## config.mk

```make
export PLATFORM = sky130hd
export DESIGN_NAME = rtcp_core
export DESIGN_NICKNAME = d
export VERILOG_FILES = /design/src/rtl/rtcp_pkg.sv /design/src/rtl/rtcp_core.sv
export SDC_FILE = /design/constraint.sdc
export NUM_CORES = 1
export LEC_CHECK = 0
export BUFFER_PORTS_ARGS = -buffer_cell sky130_fd_sc_hd__buf_2
export CORE_MARGIN = 1.5
export CORE_UTILIZATION = 31
export DETAILED_ROUTE_END_ITERATION = 7
export SETUP_SLACK_MARGIN = 0.1
export SYNTH_ARGS = -nofsm -noshare
export SYNTH_HDL_FRONTEND = slang
export SYNTH_SLANG_ARGS = --single-unit
```

## constraint.sdc

```tcl
create_clock -name clk_in -period 3.1 [get_ports clk_in]
set_clock_uncertainty 0.1 [all_clocks]
set_input_delay 0.62 -clock clk_in [delete_from_list [all_inputs] [get_ports clk_in]]
set_output_delay 0.62 -clock clk_in [all_outputs]
set_load 0.01 [all_outputs]
```

## src/rtl/rtcp_pkg.sv

```systemverilog
package rtcp_pkg;
   // ----------------------------------------
   // register map
   // ----------------------------------------
   localparam logic [7:0] ADDR_STATUS      = 8'h30;
   localparam logic [7:0] ADDR_CLOCK_SETUP = 8'h31;
   localparam logic [7:0] ADDR_EVENT_SETUP = 8'h32;
   localparam logic [7:0] SETUP_RESET      = 8'h00;
   localparam logic [7:0] STATUS_RESET     = 8'h10;
   localparam int ES_WDOG   = 7;
   localparam int ES_PDOWN  = 6;
   localparam int ES_PSENSE = 5;
   localparam int ES_ALARM  = 4;
   localparam int CS_RUN    = 7;
   localparam int CS_LINE   = 6;
   localparam int CS_XSEL   = 4;
   localparam int CS_MAINS50 = 3;
   localparam int ST_WDOG   = 6;
   localparam int ST_FIRST  = 4;
   localparam int ST_ANY    = 3;
   localparam int ST_PSI    = 2;
   localparam int ST_ALARM  = 1;
   localparam int ST_CLOCK  = 0;
   // ----------------------------------------
   // encodings
   // ----------------------------------------
   localparam logic [1:0] XSEL_4M  = 2'h0;
   localparam logic [1:0] XSEL_2M  = 2'h1;
   localparam logic [1:0] XSEL_1M  = 2'h2;
   localparam logic [1:0] XSEL_32K = 2'h3;
   localparam logic [3:0] TICK_OFF  = 4'h0;
   localparam logic [3:0] TICK_LINE = 4'h6;
   localparam logic [3:0] TICK_2HZ  = 4'hB;
   localparam logic [3:0] TICK_1HZ  = 4'hC;
   localparam logic [3:0] TICK_MIN  = 4'hD;
   localparam logic [3:0] TICK_HOUR = 4'hE;
   localparam logic [3:0] TICK_DAY  = 4'hF;
   localparam int TICK_BIT_OFS = 2;
   localparam int CH_W     = 15;
   localparam int CH_RUN_LO = 9;
   localparam int CH_64HZ  = 8;
   localparam int CH_2HZ   = 13;
   localparam int CH_1HZ   = 14;
   localparam logic [5:0] MAINS_50 = 6'h32;
   localparam logic [5:0] MAINS_60 = 6'h3C;
   localparam logic [5:0] SEC_LAST  = 6'h3B;
   localparam logic [4:0] HOUR_LAST = 5'h17;
   localparam int P_XT = 0;
   localparam int P_MN = 1;
   localparam int P_WIN = 2;
   localparam int P_RAIL = 3;
   localparam int P_CE = 4;
   // ----------------------------------------
   // timing
   // ----------------------------------------
   localparam int CLK_NS = 100;
   localparam int ALM_32K_NS = 30500;
   localparam int ALM_2M_NS  = 15300;
   localparam int ALM_4M_NS  = 7600;
   localparam int ALM_1M_NS  = 30500;
   localparam int PFAIL_NS   = 2680000;
   localparam int WDOG_NS    = 15600000;
   localparam int HRST_NS    = 100000;
   localparam int ALM_32K_CYC = (ALM_32K_NS + CLK_NS - 1) / CLK_NS;
   localparam int ALM_2M_CYC  = (ALM_2M_NS + CLK_NS - 1) / CLK_NS;
   localparam int ALM_4M_CYC  = (ALM_4M_NS + CLK_NS - 1) / CLK_NS;
   localparam int ALM_1M_CYC  = (ALM_1M_NS + CLK_NS - 1) / CLK_NS;
   localparam int HRST_CYC    = (HRST_NS + CLK_NS - 1) / CLK_NS;
endpackage

```

## src/rtl/rtcp_core.sv

```systemverilog
// Function
// - power fail pulls alert low when enabled
// - alarm flag and alert delayed per crystal
// - periodic tick drives alert low
// - alert held low until status read
// - any interrupt ends power-down
// - chip-select low resets serial; watchdog input
// - supply enable raised by rail, interrupt, reset with rail up
// - power-down bit write drops supply enable
// - reset clears setups, dividers; sets first-up
// - rail level at reset end picks mode
// - timebase bit picks mains or crystal seconds
// - series resistor only with slow crystal
// - rail recovery ends power-down, restores outputs
// - stop holds 32Hz to 1Hz stages
// - crystal field picks divider ratio
// - mains bit picks 50 or 60 Hz
// - clock-out field selects output source
// - watchdog needs chip-select toggles else reset
// - power-down asserts host reset, stops clock output
// - power sense blocks mains, flags, re-arm
// - alarm enable gates time match onto alert
// - event setup layout at 32H
// - tick field decodes rates, minute, hour, day
// - status read clears all but power-fail
`timescale 1ns/100ps
`default_nettype none
module rtcp_core
   import rtcp_pkg::*;
#(
   parameter int PFAIL_CYC = (PFAIL_NS + CLK_NS - 1) / CLK_NS,
   parameter int WDOG_CYC  = (WDOG_NS + CLK_NS - 1) / CLK_NS
)
(
   input  wire logic       clk_in,               // 10 MHz
   input  wire logic       rst_n_in,             // power-on reset
   input  wire logic       crystal_ref_in,       // crystal clock level
   input  wire logic       mains_in,             // squared mains input
   input  wire logic       mains_window_in,      // high while mains sits in window
   input  wire logic       system_rail_sense_in, // rail above backup cell rail
   input  wire logic       chip_enable_in,       // chip-select pin
   input  wire logic       alarm_match_in,       // time equals alarm
   input  wire logic       reg_wr_in,            // register write strobe
   input  wire logic       reg_rd_in,            // register read strobe
   input  wire logic [7:0] reg_addr_in,          // register address
   input  wire logic [7:0] reg_wdata_in,         // write data
   output logic      [7:0] reg_rdata_out,        // read data
   output logic            alert_out,            // alert pin level
   output logic            alert_oe_out,         // alert pull-down enable
   output logic            host_reset_out,       // host reset pin level
   output logic            host_reset_oe_out,    // host reset pull-down enable
   output logic            supply_enable_out,    // supply enable
   output logic            clock_out,            // selected square wave
   output logic            second_tick_out,      // one-second update pulse
   output logic            serial_reset_out,     // hold serial logic in reset
   output logic            series_res_out,       // oscillator resistor in
   output logic            battery_mode_out      // backup mode chosen
);
   // ----------------------------------------
   // functions
   // ----------------------------------------
   function automatic logic all_ones(input logic [CH_W-1:0] v, input int k);
      logic [CH_W-1:0] m;
      m = {CH_W{1'b1}} >> (CH_W - 1 - k);
      all_ones = (v & m) == m;
   endfunction
   function automatic logic [6:0] pre_mask(input logic [1:0] sel);
      case (sel)
         XSEL_4M:  pre_mask = 7'h7F;
         XSEL_2M:  pre_mask = 7'h3F;
         XSEL_1M:  pre_mask = 7'h1F;
         default:  pre_mask = 7'h00;
      endcase
   endfunction
   // ----------------------------------------
   // synchronisers
   // ----------------------------------------
   logic [4:0] sy1_r;
   logic [4:0] sy2_r;
   logic [4:0] prv_r;
   logic [4:0] rise;
   logic [4:0] fall;
   logic       por_r;
   always_ff @(posedge clk_in)
   begin
      sy1_r <= {chip_enable_in, system_rail_sense_in, mains_window_in,
                mains_in, crystal_ref_in};
      sy2_r <= sy1_r;
   end
   // history follows the pin level through reset, so idle-high pins give no false edge
   always_ff @(posedge clk_in)
   begin
      prv_r <= sy2_r;
   end
   // no edge is reported in the power-on cycle, while the history may still be unknown
   assign rise = sy2_r & ~prv_r & {5{!por_r}};
   assign fall = ~sy2_r & prv_r & {5{!por_r}};
   // ----------------------------------------
   // registers and strobes
   // ----------------------------------------
   logic [7:0] cs_r;
   logic [7:0] es_r;
   logic [7:0] st_r;
   logic       off_r;
   logic       ip_r;
   logic       line_mode;
   logic       acc_ok;
   logic       rd_st;
   logic       wr_es;
   logic       pd_wr;
   logic       any_evt;
   logic       wake;
   logic       per_evt;
   logic       al_evt;
   logic       pf_evt;
   logic       wd_evt;
   assign line_mode = cs_r[CS_LINE];
   assign acc_ok = !off_r && sy2_r[P_CE];
   assign rd_st = acc_ok && reg_rd_in && reg_addr_in == ADDR_STATUS;
   assign wr_es = acc_ok && reg_wr_in && reg_addr_in == ADDR_EVENT_SETUP;
   assign pd_wr = wr_es && reg_wdata_in[ES_PDOWN];
   assign any_evt = per_evt || al_evt || pf_evt;
   assign wake = any_evt || rise[P_RAIL];
   always_ff @(posedge clk_in)
   begin
      if (!rst_n_in)
         cs_r <= SETUP_RESET;
      else if (acc_ok && reg_wr_in && reg_addr_in == ADDR_CLOCK_SETUP)
         cs_r <= reg_wdata_in;
   end
   always_ff @(posedge clk_in)
   begin
      if (!rst_n_in)
         es_r <= SETUP_RESET;
      else
      begin
         if (wr_es)
            es_r <= reg_wdata_in;
         // a wake beats a power-down write in the same cycle, as off_r does
         if (wake)
            es_r[ES_PDOWN] <= 1'b0;
      end
   end
   // ----------------------------------------
   // crystal prescaler and divider chain
   // ----------------------------------------
   logic [6:0]      pre_r;
   logic [CH_W-1:0] ch_r;
   logic [CH_W-1:0] ch_nxt;
   logic            b32k;
   logic            xt_sec;
   // the crystal is sampled at 10 MHz, so a 4 MHz crystal is near the limit
   assign b32k = rise[P_XT] && ((pre_r & pre_mask(cs_r[5:4])) == pre_mask(cs_r[5:4]));
   assign xt_sec = b32k && all_ones(ch_r, CH_1HZ) && cs_r[CS_RUN];
   always_comb
   begin
      ch_nxt = b32k ? ch_r + 1'b1 : ch_r;
      if (!cs_r[CS_RUN])
         ch_nxt[CH_W-1:CH_RUN_LO] = '0;
   end
   always_ff @(posedge clk_in)
   begin
      if (!rst_n_in)
      begin
         pre_r <= 7'h00;
         ch_r <= '0;
      end
      else
      begin
         if (rise[P_XT])
            pre_r <= pre_r + 1'b1;
         ch_r <= ch_nxt;
      end
   end
   // ----------------------------------------
   // mains divider
   // ----------------------------------------
   logic [5:0] ln_r;
   logic [5:0] ln_last;
   logic       mn_edge;
   logic       ln_sec;
   logic       ln_half;
   logic       ln_1hz;
   logic       ln_2hz;
   logic       sec_evt;
   assign ln_last = (cs_r[CS_MAINS50] ? MAINS_50 : MAINS_60) - 1'b1;
   assign mn_edge = rise[P_MN] && !es_r[ES_PSENSE];
   assign ln_sec = mn_edge && ln_r == ln_last && cs_r[CS_RUN];
   assign ln_half = mn_edge && (ln_r == ln_last || ln_r == (ln_last >> 1));
   assign ln_1hz = ln_r > (ln_last >> 1);
   // uneven 2 Hz duty at both 50 and 60 Hz is accepted
   assign ln_2hz = (ln_r > (ln_last >> 2) && ln_r <= (ln_last >> 1)) ||
                   ln_r > ((ln_last >> 1) + (ln_last >> 2));
   assign sec_evt = line_mode ? ln_sec : xt_sec;
   always_ff @(posedge clk_in)
   begin
      if (!rst_n_in || !cs_r[CS_RUN])
         ln_r <= 6'h00;
      else if (mn_edge)
         ln_r <= (ln_r == ln_last) ? 6'h00 : ln_r + 1'b1;
   end
   // ----------------------------------------
   // minute, hour and day events
   // ----------------------------------------
   logic [5:0] sc_r;
   logic [5:0] mi_r;
   logic [4:0] hr_r;
   logic       min_evt;
   logic       hour_evt;
   logic       day_evt;
   assign min_evt = sec_evt && sc_r == SEC_LAST;
   assign hour_evt = min_evt && mi_r == SEC_LAST;
   assign day_evt = hour_evt && hr_r == HOUR_LAST;
   always_ff @(posedge clk_in)
   begin
      if (!rst_n_in)
      begin
         sc_r <= 6'h00;
         mi_r <= 6'h00;
         hr_r <= 5'h00;
      end
      else
      begin
         if (sec_evt)
            sc_r <= min_evt ? 6'h00 : sc_r + 1'b1;
         if (min_evt)
            mi_r <= hour_evt ? 6'h00 : mi_r + 1'b1;
         if (hour_evt)
            hr_r <= day_evt ? 5'h00 : hr_r + 1'b1;
      end
   end
   // ----------------------------------------
   // periodic tick
   // ----------------------------------------
   always_comb
   begin
      case (es_r[3:0])
         TICK_OFF:  per_evt = 1'b0;
         TICK_MIN:  per_evt = min_evt;
         TICK_HOUR: per_evt = hour_evt;
         TICK_DAY:  per_evt = day_evt;
         TICK_1HZ:  per_evt = sec_evt;
         TICK_2HZ:  per_evt = line_mode ? ln_half : b32k && all_ones(ch_r, CH_2HZ);
         TICK_LINE: per_evt = line_mode ? mn_edge : b32k && all_ones(ch_r, CH_64HZ);
         default:   per_evt = !line_mode && b32k &&
                              all_ones(ch_r, int'(es_r[3:0]) + TICK_BIT_OFS);
      endcase
   end
   // ----------------------------------------
   // alarm delay
   // ----------------------------------------
   logic [8:0] al_r;
   logic       am_d_r;
   logic       al_start;
   logic [8:0] al_dly;
   always_comb
   begin
      case (cs_r[5:4])
         XSEL_4M:  al_dly = 9'(ALM_4M_CYC);
         XSEL_2M:  al_dly = 9'(ALM_2M_CYC);
         XSEL_1M:  al_dly = 9'(ALM_1M_CYC);
         default:  al_dly = 9'(ALM_32K_CYC);
      endcase
   end
   assign al_start = alarm_match_in && !am_d_r && es_r[ES_ALARM];
   assign al_evt = al_r == 9'h001;
   always_ff @(posedge clk_in)
   begin
      if (!rst_n_in)
      begin
         al_r <= 9'h000;
         am_d_r <= 1'b0;
      end
      else
      begin
         am_d_r <= alarm_match_in;
         if (al_start)
            al_r <= al_dly;
         else if (al_r != 9'h000)
            al_r <= al_r - 1'b1;
      end
   end
   // ----------------------------------------
   // power sense
   // ----------------------------------------
   localparam int PFW = $clog2(PFAIL_CYC + 1);
   logic [PFW-1:0] pf_r;
   logic           ps_done_r;
   assign pf_evt = es_r[ES_PSENSE] && !ps_done_r && sy2_r[P_WIN] &&
                   pf_r == PFW'(PFAIL_CYC - 1);
   always_ff @(posedge clk_in)
   begin
      if (!rst_n_in || !es_r[ES_PSENSE] || !sy2_r[P_WIN] || ps_done_r)
         pf_r <= '0;
      else
         pf_r <= pf_r + 1'b1;
   end
   always_ff @(posedge clk_in)
   begin
      if (!rst_n_in || !es_r[ES_PSENSE])
         ps_done_r <= 1'b0;
      else if (pf_evt)
         ps_done_r <= 1'b1;
   end
   // ----------------------------------------
   // watchdog
   // ----------------------------------------
   localparam int WDW = $clog2(WDOG_CYC + 1);
   logic [WDW-1:0] wd_r;
   localparam int HPW = $clog2(HRST_CYC + 1);
   logic [HPW-1:0] hp_r;
   assign wd_evt = es_r[ES_WDOG] && wd_r == WDW'(WDOG_CYC - 1);
   always_ff @(posedge clk_in)
   begin
      if (!rst_n_in || !es_r[ES_WDOG] || rise[P_CE] || fall[P_CE] || wd_evt)
         wd_r <= '0;
      else
         wd_r <= wd_r + 1'b1;
   end
   always_ff @(posedge clk_in)
   begin
      if (!rst_n_in)
         hp_r <= '0;
      else if (wd_evt)
         hp_r <= HPW'(HRST_CYC);
      else if (hp_r != '0)
         hp_r <= hp_r - 1'b1;
   end
   // ----------------------------------------
   // status and alert
   // ----------------------------------------
   always_ff @(posedge clk_in)
   begin
      if (!rst_n_in)
         st_r <= STATUS_RESET;
      else
      begin
         if (rd_st)
            st_r <= st_r & (8'h01 << ST_PSI);
         if (wr_es && !reg_wdata_in[ES_PSENSE])
            st_r[ST_PSI] <= 1'b0;
         if (per_evt)
            st_r[ST_CLOCK] <= 1'b1;
         if (al_evt)
            st_r[ST_ALARM] <= 1'b1;
         if (pf_evt)
            st_r[ST_PSI] <= 1'b1;
         if (any_evt)
            st_r[ST_ANY] <= 1'b1;
         if (wd_evt)
            st_r[ST_WDOG] <= 1'b1;
      end
   end
   always_ff @(posedge clk_in)
   begin
      if (!rst_n_in)
         ip_r <= 1'b0;
      else if (any_evt)
         ip_r <= 1'b1;
      else if (rd_st)
         ip_r <= 1'b0;
   end
   // ----------------------------------------
   // power-down sequencing
   // ----------------------------------------
   always_ff @(posedge clk_in)
   begin
      if (!rst_n_in)
      begin
         off_r <= 1'b1;
         por_r <= 1'b1;
         battery_mode_out <= 1'b0;
      end
      else if (por_r)
      begin
         por_r <= 1'b0;
         battery_mode_out <= !sy2_r[P_RAIL];
         off_r <= !sy2_r[P_RAIL];
      end
      else if (wake)
         off_r <= 1'b0;
      else if (pd_wr || fall[P_RAIL])
         off_r <= 1'b1;
   end
   // ----------------------------------------
   // outputs
   // ----------------------------------------
   logic co_nxt;
   always_comb
   begin
      case (cs_r[2:0])
         3'h0:    co_nxt = sy2_r[P_XT];
         3'h1:    co_nxt = pre_r[0];
         3'h2:    co_nxt = pre_r[1];
         3'h3:    co_nxt = pre_r[2];
         3'h5:    co_nxt = line_mode ? ln_1hz : ch_r[CH_1HZ];
         3'h6:    co_nxt = line_mode ? ln_2hz : ch_r[CH_2HZ];
         3'h7:    co_nxt = line_mode ? sy2_r[P_MN] : ch_r[CH_64HZ];
         default: co_nxt = 1'b0;
      endcase
   end
   always_ff @(posedge clk_in)
   begin
      if (!rst_n_in)
      begin
         reg_rdata_out <= 8'h00;
         alert_oe_out <= 1'b0;
         host_reset_oe_out <= 1'b1;
         supply_enable_out <= 1'b0;
         clock_out <= 1'b0;
         second_tick_out <= 1'b0;
         serial_reset_out <= 1'b1;
         series_res_out <= 1'b0;
      end
      else
      begin
         if (acc_ok && reg_rd_in)
         begin
            case (reg_addr_in)
               ADDR_STATUS:      reg_rdata_out <= st_r;
               ADDR_CLOCK_SETUP: reg_rdata_out <= cs_r;
               ADDR_EVENT_SETUP: reg_rdata_out <= es_r;
               default:          reg_rdata_out <= 8'h00;
            endcase
         end
         alert_oe_out <= ip_r;
         host_reset_oe_out <= off_r || hp_r != '0;
         supply_enable_out <= !off_r;
         clock_out <= !off_r && co_nxt;
         second_tick_out <= sec_evt;
         serial_reset_out <= !acc_ok;
         series_res_out <= cs_r[5:4] == XSEL_32K;
      end
   end
   // open-drain pins only ever pull low
   assign alert_out = 1'b0;
   assign host_reset_out = 1'b0;
   // ----------------------------------------
   // assertions
   // ----------------------------------------
   AST_PFAIL_ALERT: assert property (@(posedge clk_in) disable iff (!rst_n_in)
      pf_evt |-> ##2 alert_oe_out) else $error("power fail did not pull alert");
   localparam int ALM_4M_DLY = ALM_4M_CYC;
   AST_ALARM_DELAY: assert property (@(posedge clk_in) disable iff (!rst_n_in)
      al_start && cs_r[5:4] == XSEL_4M |-> ##[ALM_4M_DLY:ALM_4M_DLY] al_evt)
      else $error("alarm delay wrong");
   AST_TICK_ALERT: assert property (@(posedge clk_in) disable iff (!rst_n_in)
      per_evt |-> ##1 st_r[ST_CLOCK] ##1 alert_oe_out) else $error("tick lost");
   AST_ALERT_HOLD: assert property (@(posedge clk_in) disable iff (!rst_n_in)
      ip_r && !rd_st |=> ip_r) else $error("alert released without read");
   AST_EVT_WAKE: assert property (@(posedge clk_in) disable iff (!rst_n_in)
      any_evt && !por_r |-> ##2 supply_enable_out) else $error("interrupt did not wake");
   AST_SERIAL_RST: assert property (@(posedge clk_in) disable iff (!rst_n_in)
      !sy2_r[P_CE] |=> serial_reset_out) else $error("serial not held in reset");
   AST_PD_WRITE: assert property (@(posedge clk_in) disable iff (!rst_n_in)
      pd_wr && !wake |-> ##2 !supply_enable_out && host_reset_oe_out && !clock_out)
      else $error("power-down write ignored");
   AST_RUN_HOLD: assert property (@(posedge clk_in) disable iff (!rst_n_in)
      !cs_r[CS_RUN] |-> !xt_sec && !ln_sec) else $error("second while stopped");
   AST_READ_CLEAR: assert property (@(posedge clk_in) disable iff (!rst_n_in)
      rd_st && !any_evt && !wd_evt && !reg_wr_in |=>
      st_r[1:0] == 2'h0 && st_r[ST_PSI] == $past(st_r[ST_PSI]))
      else $error("status read clear wrong");
endmodule
`default_nettype wire

```

; ---- Word level (Yosys, flattened, before mapping)
; Cells that the tools add are included.
[classes]
eq_ne = 31
muxes = 33
add_sub_neg = 14
bitwise = 9
reduce_logical = 74
n_shift = 1
magnitude_cmp = 4
[ops]
columns = cell, count
row1 = $shr A15 B32 Y15 const A, 1
row2 = $add A15 B1 Y15 const B, 2
row3 = $eq A15 B15 Y1 const B, 2
row4 = $logic_and A1 B1 Y1, 30
row5 = $eq A8 B6 Y1 const B, 3
row6 = $pmux W8 S3, 1
row7 = $pmux W7 S3, 1
row8 = $and A5 B5 Y5, 4
row9 = $eq A4 B4 Y1 const B, 5
row10 = $mux W10, 2
row11 = $add A18 B1 Y18 const B, 1
row12 = $add A6 B1 Y6 const B, 3
row13 = $eq A18 B18 Y1 const B, 1
row14 = $mux W1, 18
row15 = $mux W6, 3
row16 = $mux W9, 2
row17 = $pmux W9 S2, 1
row18 = $and A15 B15 Y15, 1
row19 = $eq A15 B15 Y1, 1
row20 = $logic_or A1 B1 Y1, 15
row21 = $eq A14 B14 Y1 const B, 1
row22 = $pmux W1 S7, 2
row23 = $reduce_bool A2 Y1, 7
row24 = $logic_not A1 Y1, 13
row25 = 39 further kinds, 46
[word_totals]
regBits = 155
in_bits = 26
out_inout_bits = 18

; ---- Logic depth before layout (Yosys ltp)
[depth]
depth_word = 17
depth_mapped = 10

; ---- Least setup slack after synthesis
; OpenSTA, ideal clock, no wires.
[synth_path]
path_type = register to register
from = register es_r[0]
to = register off_r
path_stages_with_launch = 10
slack_ns = 0.285
t_arrival_ns = 2.565
setup_ns = 0.150
path_buffers = 1
path_cell_list = dfxtp_1 -> clkbuf_1 -> inv_1 -> ha_1 -> or4b_2 -> a221oi_1 -> a211oi_1 -> nor4_1 -> o211a_1 -> o311ai_0
[synth_between]
elab_chain_cells = 12
word_cells_on_any_way = 20
cone_classes = add/sub: 2 / eq/ne: 7 / shift: 1 / mux: 3 / bitwise: 1 / reduce/logical: 6
[synth_rtl]
columns = item, line_no
row1 = start: declaration, rtcp_core.sv:102  ; logic [7:0] es_r;
row2 = start signal: assignment, rtcp_core.sv:138  ; es_r <= reg_wdata_in;
row3 = $add A4 B2 Y5, rtcp_core.sv:246  ; all_ones(ch_r, int'(es_r[3:0]) + TICK_BIT_OFS);
row4 = $sub A4 B5 Y6, rtcp_core.sv:64  ; m = {CH_W{1'b1}} >> (CH_W - 1 - k);
row5 = $shr A15 B32 Y15, rtcp_core.sv:64
row6 = $and A15 B15 Y15, rtcp_core.sv:65  ; all_ones = (v & m) == m;
row7 = $eq A15 B15 Y1, rtcp_core.sv:65
row8 = $logic_and A1 B1 Y1, rtcp_core.sv:245  ; default: per_evt = !line_mode && b32k &&
row9 = $pmux W1 S7 *, rtcp_core.sv:237  ; case (es_r[3:0])
row10 = $logic_or A1 B1 Y1 * (2 in series), rtcp_core.sv:122  ; assign any_evt = per_evt || al_evt || pf_evt;
row11 = $logic_or A1 B1 Y1 *, rtcp_core.sv:123  ; assign wake = any_evt || rise[P_RAIL];
row12 = $mux W1, rtcp_core.sv:380  ; else if (wake)
row13 = $mux W1, rtcp_core.sv:374  ; else if (por_r)
row14 = end signal: assignment, rtcp_core.sv:378  ; off_r <= !sy2_r[P_RAIL];
row15 = end: declaration, rtcp_core.sv:104  ; logic off_r;
; Mark *: on every way between the ends. The rest lies on a longest branch, timed or not.
; A chain may end at the register's enable or synchronous reset.

; ---- Worst setup path in the final report
[layout_path]
from = register ln_r[1]
to = register hr_r[3]
[layout_between]
elab_chain_cells = 8
[layout_rtl]
columns = item, line_no
row1 = start: declaration, rtcp_core.sv:178  ; logic [5:0] ln_r;
row2 = start signal: assignment, rtcp_core.sv:200  ; ln_r <= (ln_r == ln_last) ? 6'h00 : ln_r + 1'b1;
row3 = $eq A6 B6 Y1 *, rtcp_core.sv:188  ; assign ln_sec = mn_edge && ln_r == ln_last && cs_r[CS_RUN];
row4 = $logic_and A1 B1 Y1 * (2 in series), rtcp_core.sv:188
row5 = $mux W1 *, rtcp_core.sv:194  ; assign sec_evt = line_mode ? ln_sec : xt_sec;
row6 = $logic_and A1 B1 Y1 *, rtcp_core.sv:211  ; assign min_evt = sec_evt && sc_r == SEC_LAST;
row7 = $logic_and A1 B1 Y1 *, rtcp_core.sv:212  ; assign hour_evt = min_evt && mi_r == SEC_LAST;
row8 = $logic_and A1 B1 Y1, rtcp_core.sv:213  ; assign day_evt = hour_evt && hr_r == HOUR_LAST;
row9 = $mux W5, rtcp_core.sv:229  ; hr_r <= day_evt ? 5'h00 : hr_r + 1'b1;
row10 = end signal: assignment, rtcp_core.sv:229
row11 = end: declaration, rtcp_core.sv:207  ; logic [4:0] hr_r;
; Marks and branches as above.

==> flow_metrics.py <==
metrics = {
    "cts": {
        "cts_setup_buffers": 0,
        "clk_latency_ps": 420,
        "cts_tree": "done",
        "cts_max_level": 4,
        "clk_pin_slew_ps": 60,
        "cts_sinks": 153,
        "cts_buffers": 17,
        "clock_path_buffers": 2,
        "root_buffer": "clkbuf_16",
    },
    "critical_path": {
        "r2r_cells": 8,
        "setup.worst_path.end_class": "flip-flop",
        "cp_max_fo": 7,
        "critPathKind": "reg -> reg",
        "crit_start": "ln_r[1]$_SDFFE_PN0P_",
        "regToRegStartpoint": "ln_r[1]$_SDFFE_PN0P_",
        "cp_data_required_time_ps": 3340,
        "startpoint_type": "flip-flop",
        "worstPathArrival_ps": 3020,
    },
    "synthesis": {
        "postSynth.asyncResetShare": 0,
        "netlist_top_cells_count": "dfxtp_1 (153), nor2_1 (122), nand2_1 (94)",
        "synth_edf_count": 0,
        "yosysMostFrequentCell": "dfxtp_1",
        "synth_seq_area_share": 0.423,
        "yosys_warnings": 0,
        "syn_avg_cell_area_um2": 8.45,
        "netlist-cell-type-count": 70,
        "netlist_area_mm2": 0.00724,
        "synth_top_area_share": 0.423,
        "synth_top_cell_by_area": "dfxtp_1",
        "syn_inst": 857,
        "ys_seq_elements": 153,
        "synth_area_leaders": "dfxtp_1 (42%), nor2_1 (6.3%), nand2_1 (4.9%), xor2_1 (4.2%), ha_1 (3.8%)",
        "synth-main-ff-cell": "dfxtp_1",
    },
    "global_routing": {
        "met3_usage": 0.0294,
        "grtUsageMet2": 0.244,
        "met1_usage": 0.193,
        "grt_max_degree": 44,
        "grt_busiest_layer": "met2",
        "grt_pass1_wl_mm": 28.8,
        "antenna_found_initial": 0,
        "grt_usage": 0.147,
        "gr-total-overflow": 0,
        "grt_pass1_vias": 5806,
    },
    "timing": {
        "post-route-worst-setup-slack_ps": 314,
        "finalCriticalPeriod_ps": 2790,
        "rsz0062_at_grt": "no",
        "hold_viol_final": 0,
        "max_slew_margin": 0.518,
        "drv_slew": 0,
        "setup_tns_ps": 0,
        "post-route-period-util": 0.899,
        "fmax_mhz": 359,
        "whs_ps": 198,
        "setup_viol": 0,
        "worst_pin_slew_ps": 714,
    },
    "min_path": {
        "min_from": "mains_window_in",
        "min_path_type": "in -> reg",
        "hold_depth": 1,
    },
    "pwr": {
        "p_seq_frac": 0.449,
        "switching_power_mw": 1.34,
        "total_power_mw": 4.89,
        "power.internal_mw": 3.55,
        "pwr-share-comb": 0.146,
        "clockPowerShare": 0.405,
        "irDropWorstVdd_mv": 0.437,
        "swShare": 0.274,
        "leakagePower_nw": 3.07,
        "powerDensity_mw_per_mm2": 583,
    },
    "drt": {
        "dr.pass1.iters": 4,
        "viasPerCell": 5.06,
        "ant_nets": 0,
        "drc": 0,
        "drtIter0Drc": 407,
        "post_drt_wl_per_cell_um": 14.0,
        "wl_mm": 17.2,
        "vias": 6213,
    },
    "final_layout": {
        "stdcell_count": 1229,
        "drive_above_1_share": 0.108,
        "finish.net_count": 951,
        "diodes": 0,
        "syn_to_final_growth_pct": 15.9,
    },
    "placement": {
        "port_buffers": 41,
        "placed_cells": 1197,
        "place.gp.congestion": 0.841,
        "dp_hpwl_mm": 12.4,
        "dpl_worst_slack_ps": 290,
    },
    "floorplanning": {
        "num_rows": 55,
        "ioPinCount": 44,
        "dieArea_mm2": 0.0243,
        "core_mm2": 0.0228,
        "die_y_um": 156,
        "die_w_um": 156,
        "initial_utilization": 0.318,
    },
    "flow_run": {
        "maxCapViolations": 0,
    },
    "status": {
        "status": "complete, no violations",
    },
}
==> cell type report <==
type / count / area, um2
multi-input combinational: 649 / 3960
tap: 313 / 392
fill: 2359 / 14400
clock buffer: 21 / 450
sequential: 153 / 3060
timing repair buffer: 58 / 333
clock inverter: 11 / 114
inverter: 24 / 90.1
==> cells in the final DEF (no fill, tap or decap), types with 4 or more instances in the layout <==
cell,instances
dfxtp_1,152
nor2_1,122
nand2_1,94
a21oi_1,52
buf_2,41
xor2_1,35
nand3_1,29
o21ai_0,24
xnor2_1,24
inv_1,23
nand4_1,22
ha_1,22
mux2i_1,20
nor3_1,19
clkbuf_16,17
buf_4,17
nor2b_1,16
or3_1,16
nor4_1,12
a211oi_1,10
and3_1,9
a31oi_1,9
nand2b_1,9
a22oi_1,9
and2_1,6
or4_1,6
o31a_1,6
nor3b_1,5
o22ai_1,4
a21boi_0,4
clkinv_4,4
==> critical path, stage by stage (launching register included) <==
cell	delay, ps
dfxtp_1	430
inv_1	70
ha_1	360
and4b_1	250
nand3_2	100
or3_1	450
a21o_1	270
or4_1	510
a21oi_1	150
==> kinds of logic after synthesis <==
| kind of cell | share of synthesized area |
|---|---|
| DFF | 0.423 |
| buffers and inverters | 0.0316 |
| adders and majority gates | 0.0394 |
| and+or+nand+nor | 0.265 |
| AOI/OAI and AO/OA | 0.141 |
| xor gates and xnor gates | 0.0713 |
| other | 0.000518 |
| muxes | 0.0292 |
==> final timing paths <==
kind                            slack (ps)                   end
worst min register to register         230      sy2_r[2]$_DFF_P_
worst min-delay path                   200      sy1_r[2]$_DFF_P_
worst max-delay path                   310  hr_r[3]$_SDFFE_PN0P_
worst max register to register         310  hr_r[3]$_SDFFE_PN0P_
==> flip-flops by register name (all words and copies together) (netlist names), 6 cells and up <==
register	cells
wd_r	18
ch_r	15
pf_r	15
hp_r	10
al_r	9
cs_r	8
es_r	8
reg_rdata_out	8
pre_r	7
ln_r	6
mi_r	6
sc_r	6
st_r	6
==> through the flow <==
stage,cell area [um2],util
after floorplan,7250,-
after global placement,7830,0.344
after detailed placement,7830,0.344
after CTS,8400,0.369
after global routing,8400,0.369
final,8400,0.369
==> power groups by stage <==
stage | registers [mW] | logic (mW) | clock network [mW]
2_1_floorplan | 2.21 | 0.576 | 0
6_report | 2.20 | 0.713 | 1.98
4_1_cts | 2.20 | 0.718 | 2.04
3_3_place_gp | 2.24 | 0.700 | 0
5_1_grt | 2.22 | 0.815 | 2.13
3_5_place_dp | 2.24 | 0.706 | 0
==> routing by layer <==
metal  share of wire  wire length [um]
met1            0.47              8100
met2            0.47              8110
met3           0.049               842
met4          0.0084               145
met5               0                 0
==> timing repair <==
action / CTS / global route
gates resized for setup: 0 / 1
hold buffers: 0 / 0
endpoints found under the hold margin: 0 / 0
endpoints found under the setup margin: 0 / 1
No activity file was read; power rests on OpenSTA's default activity.
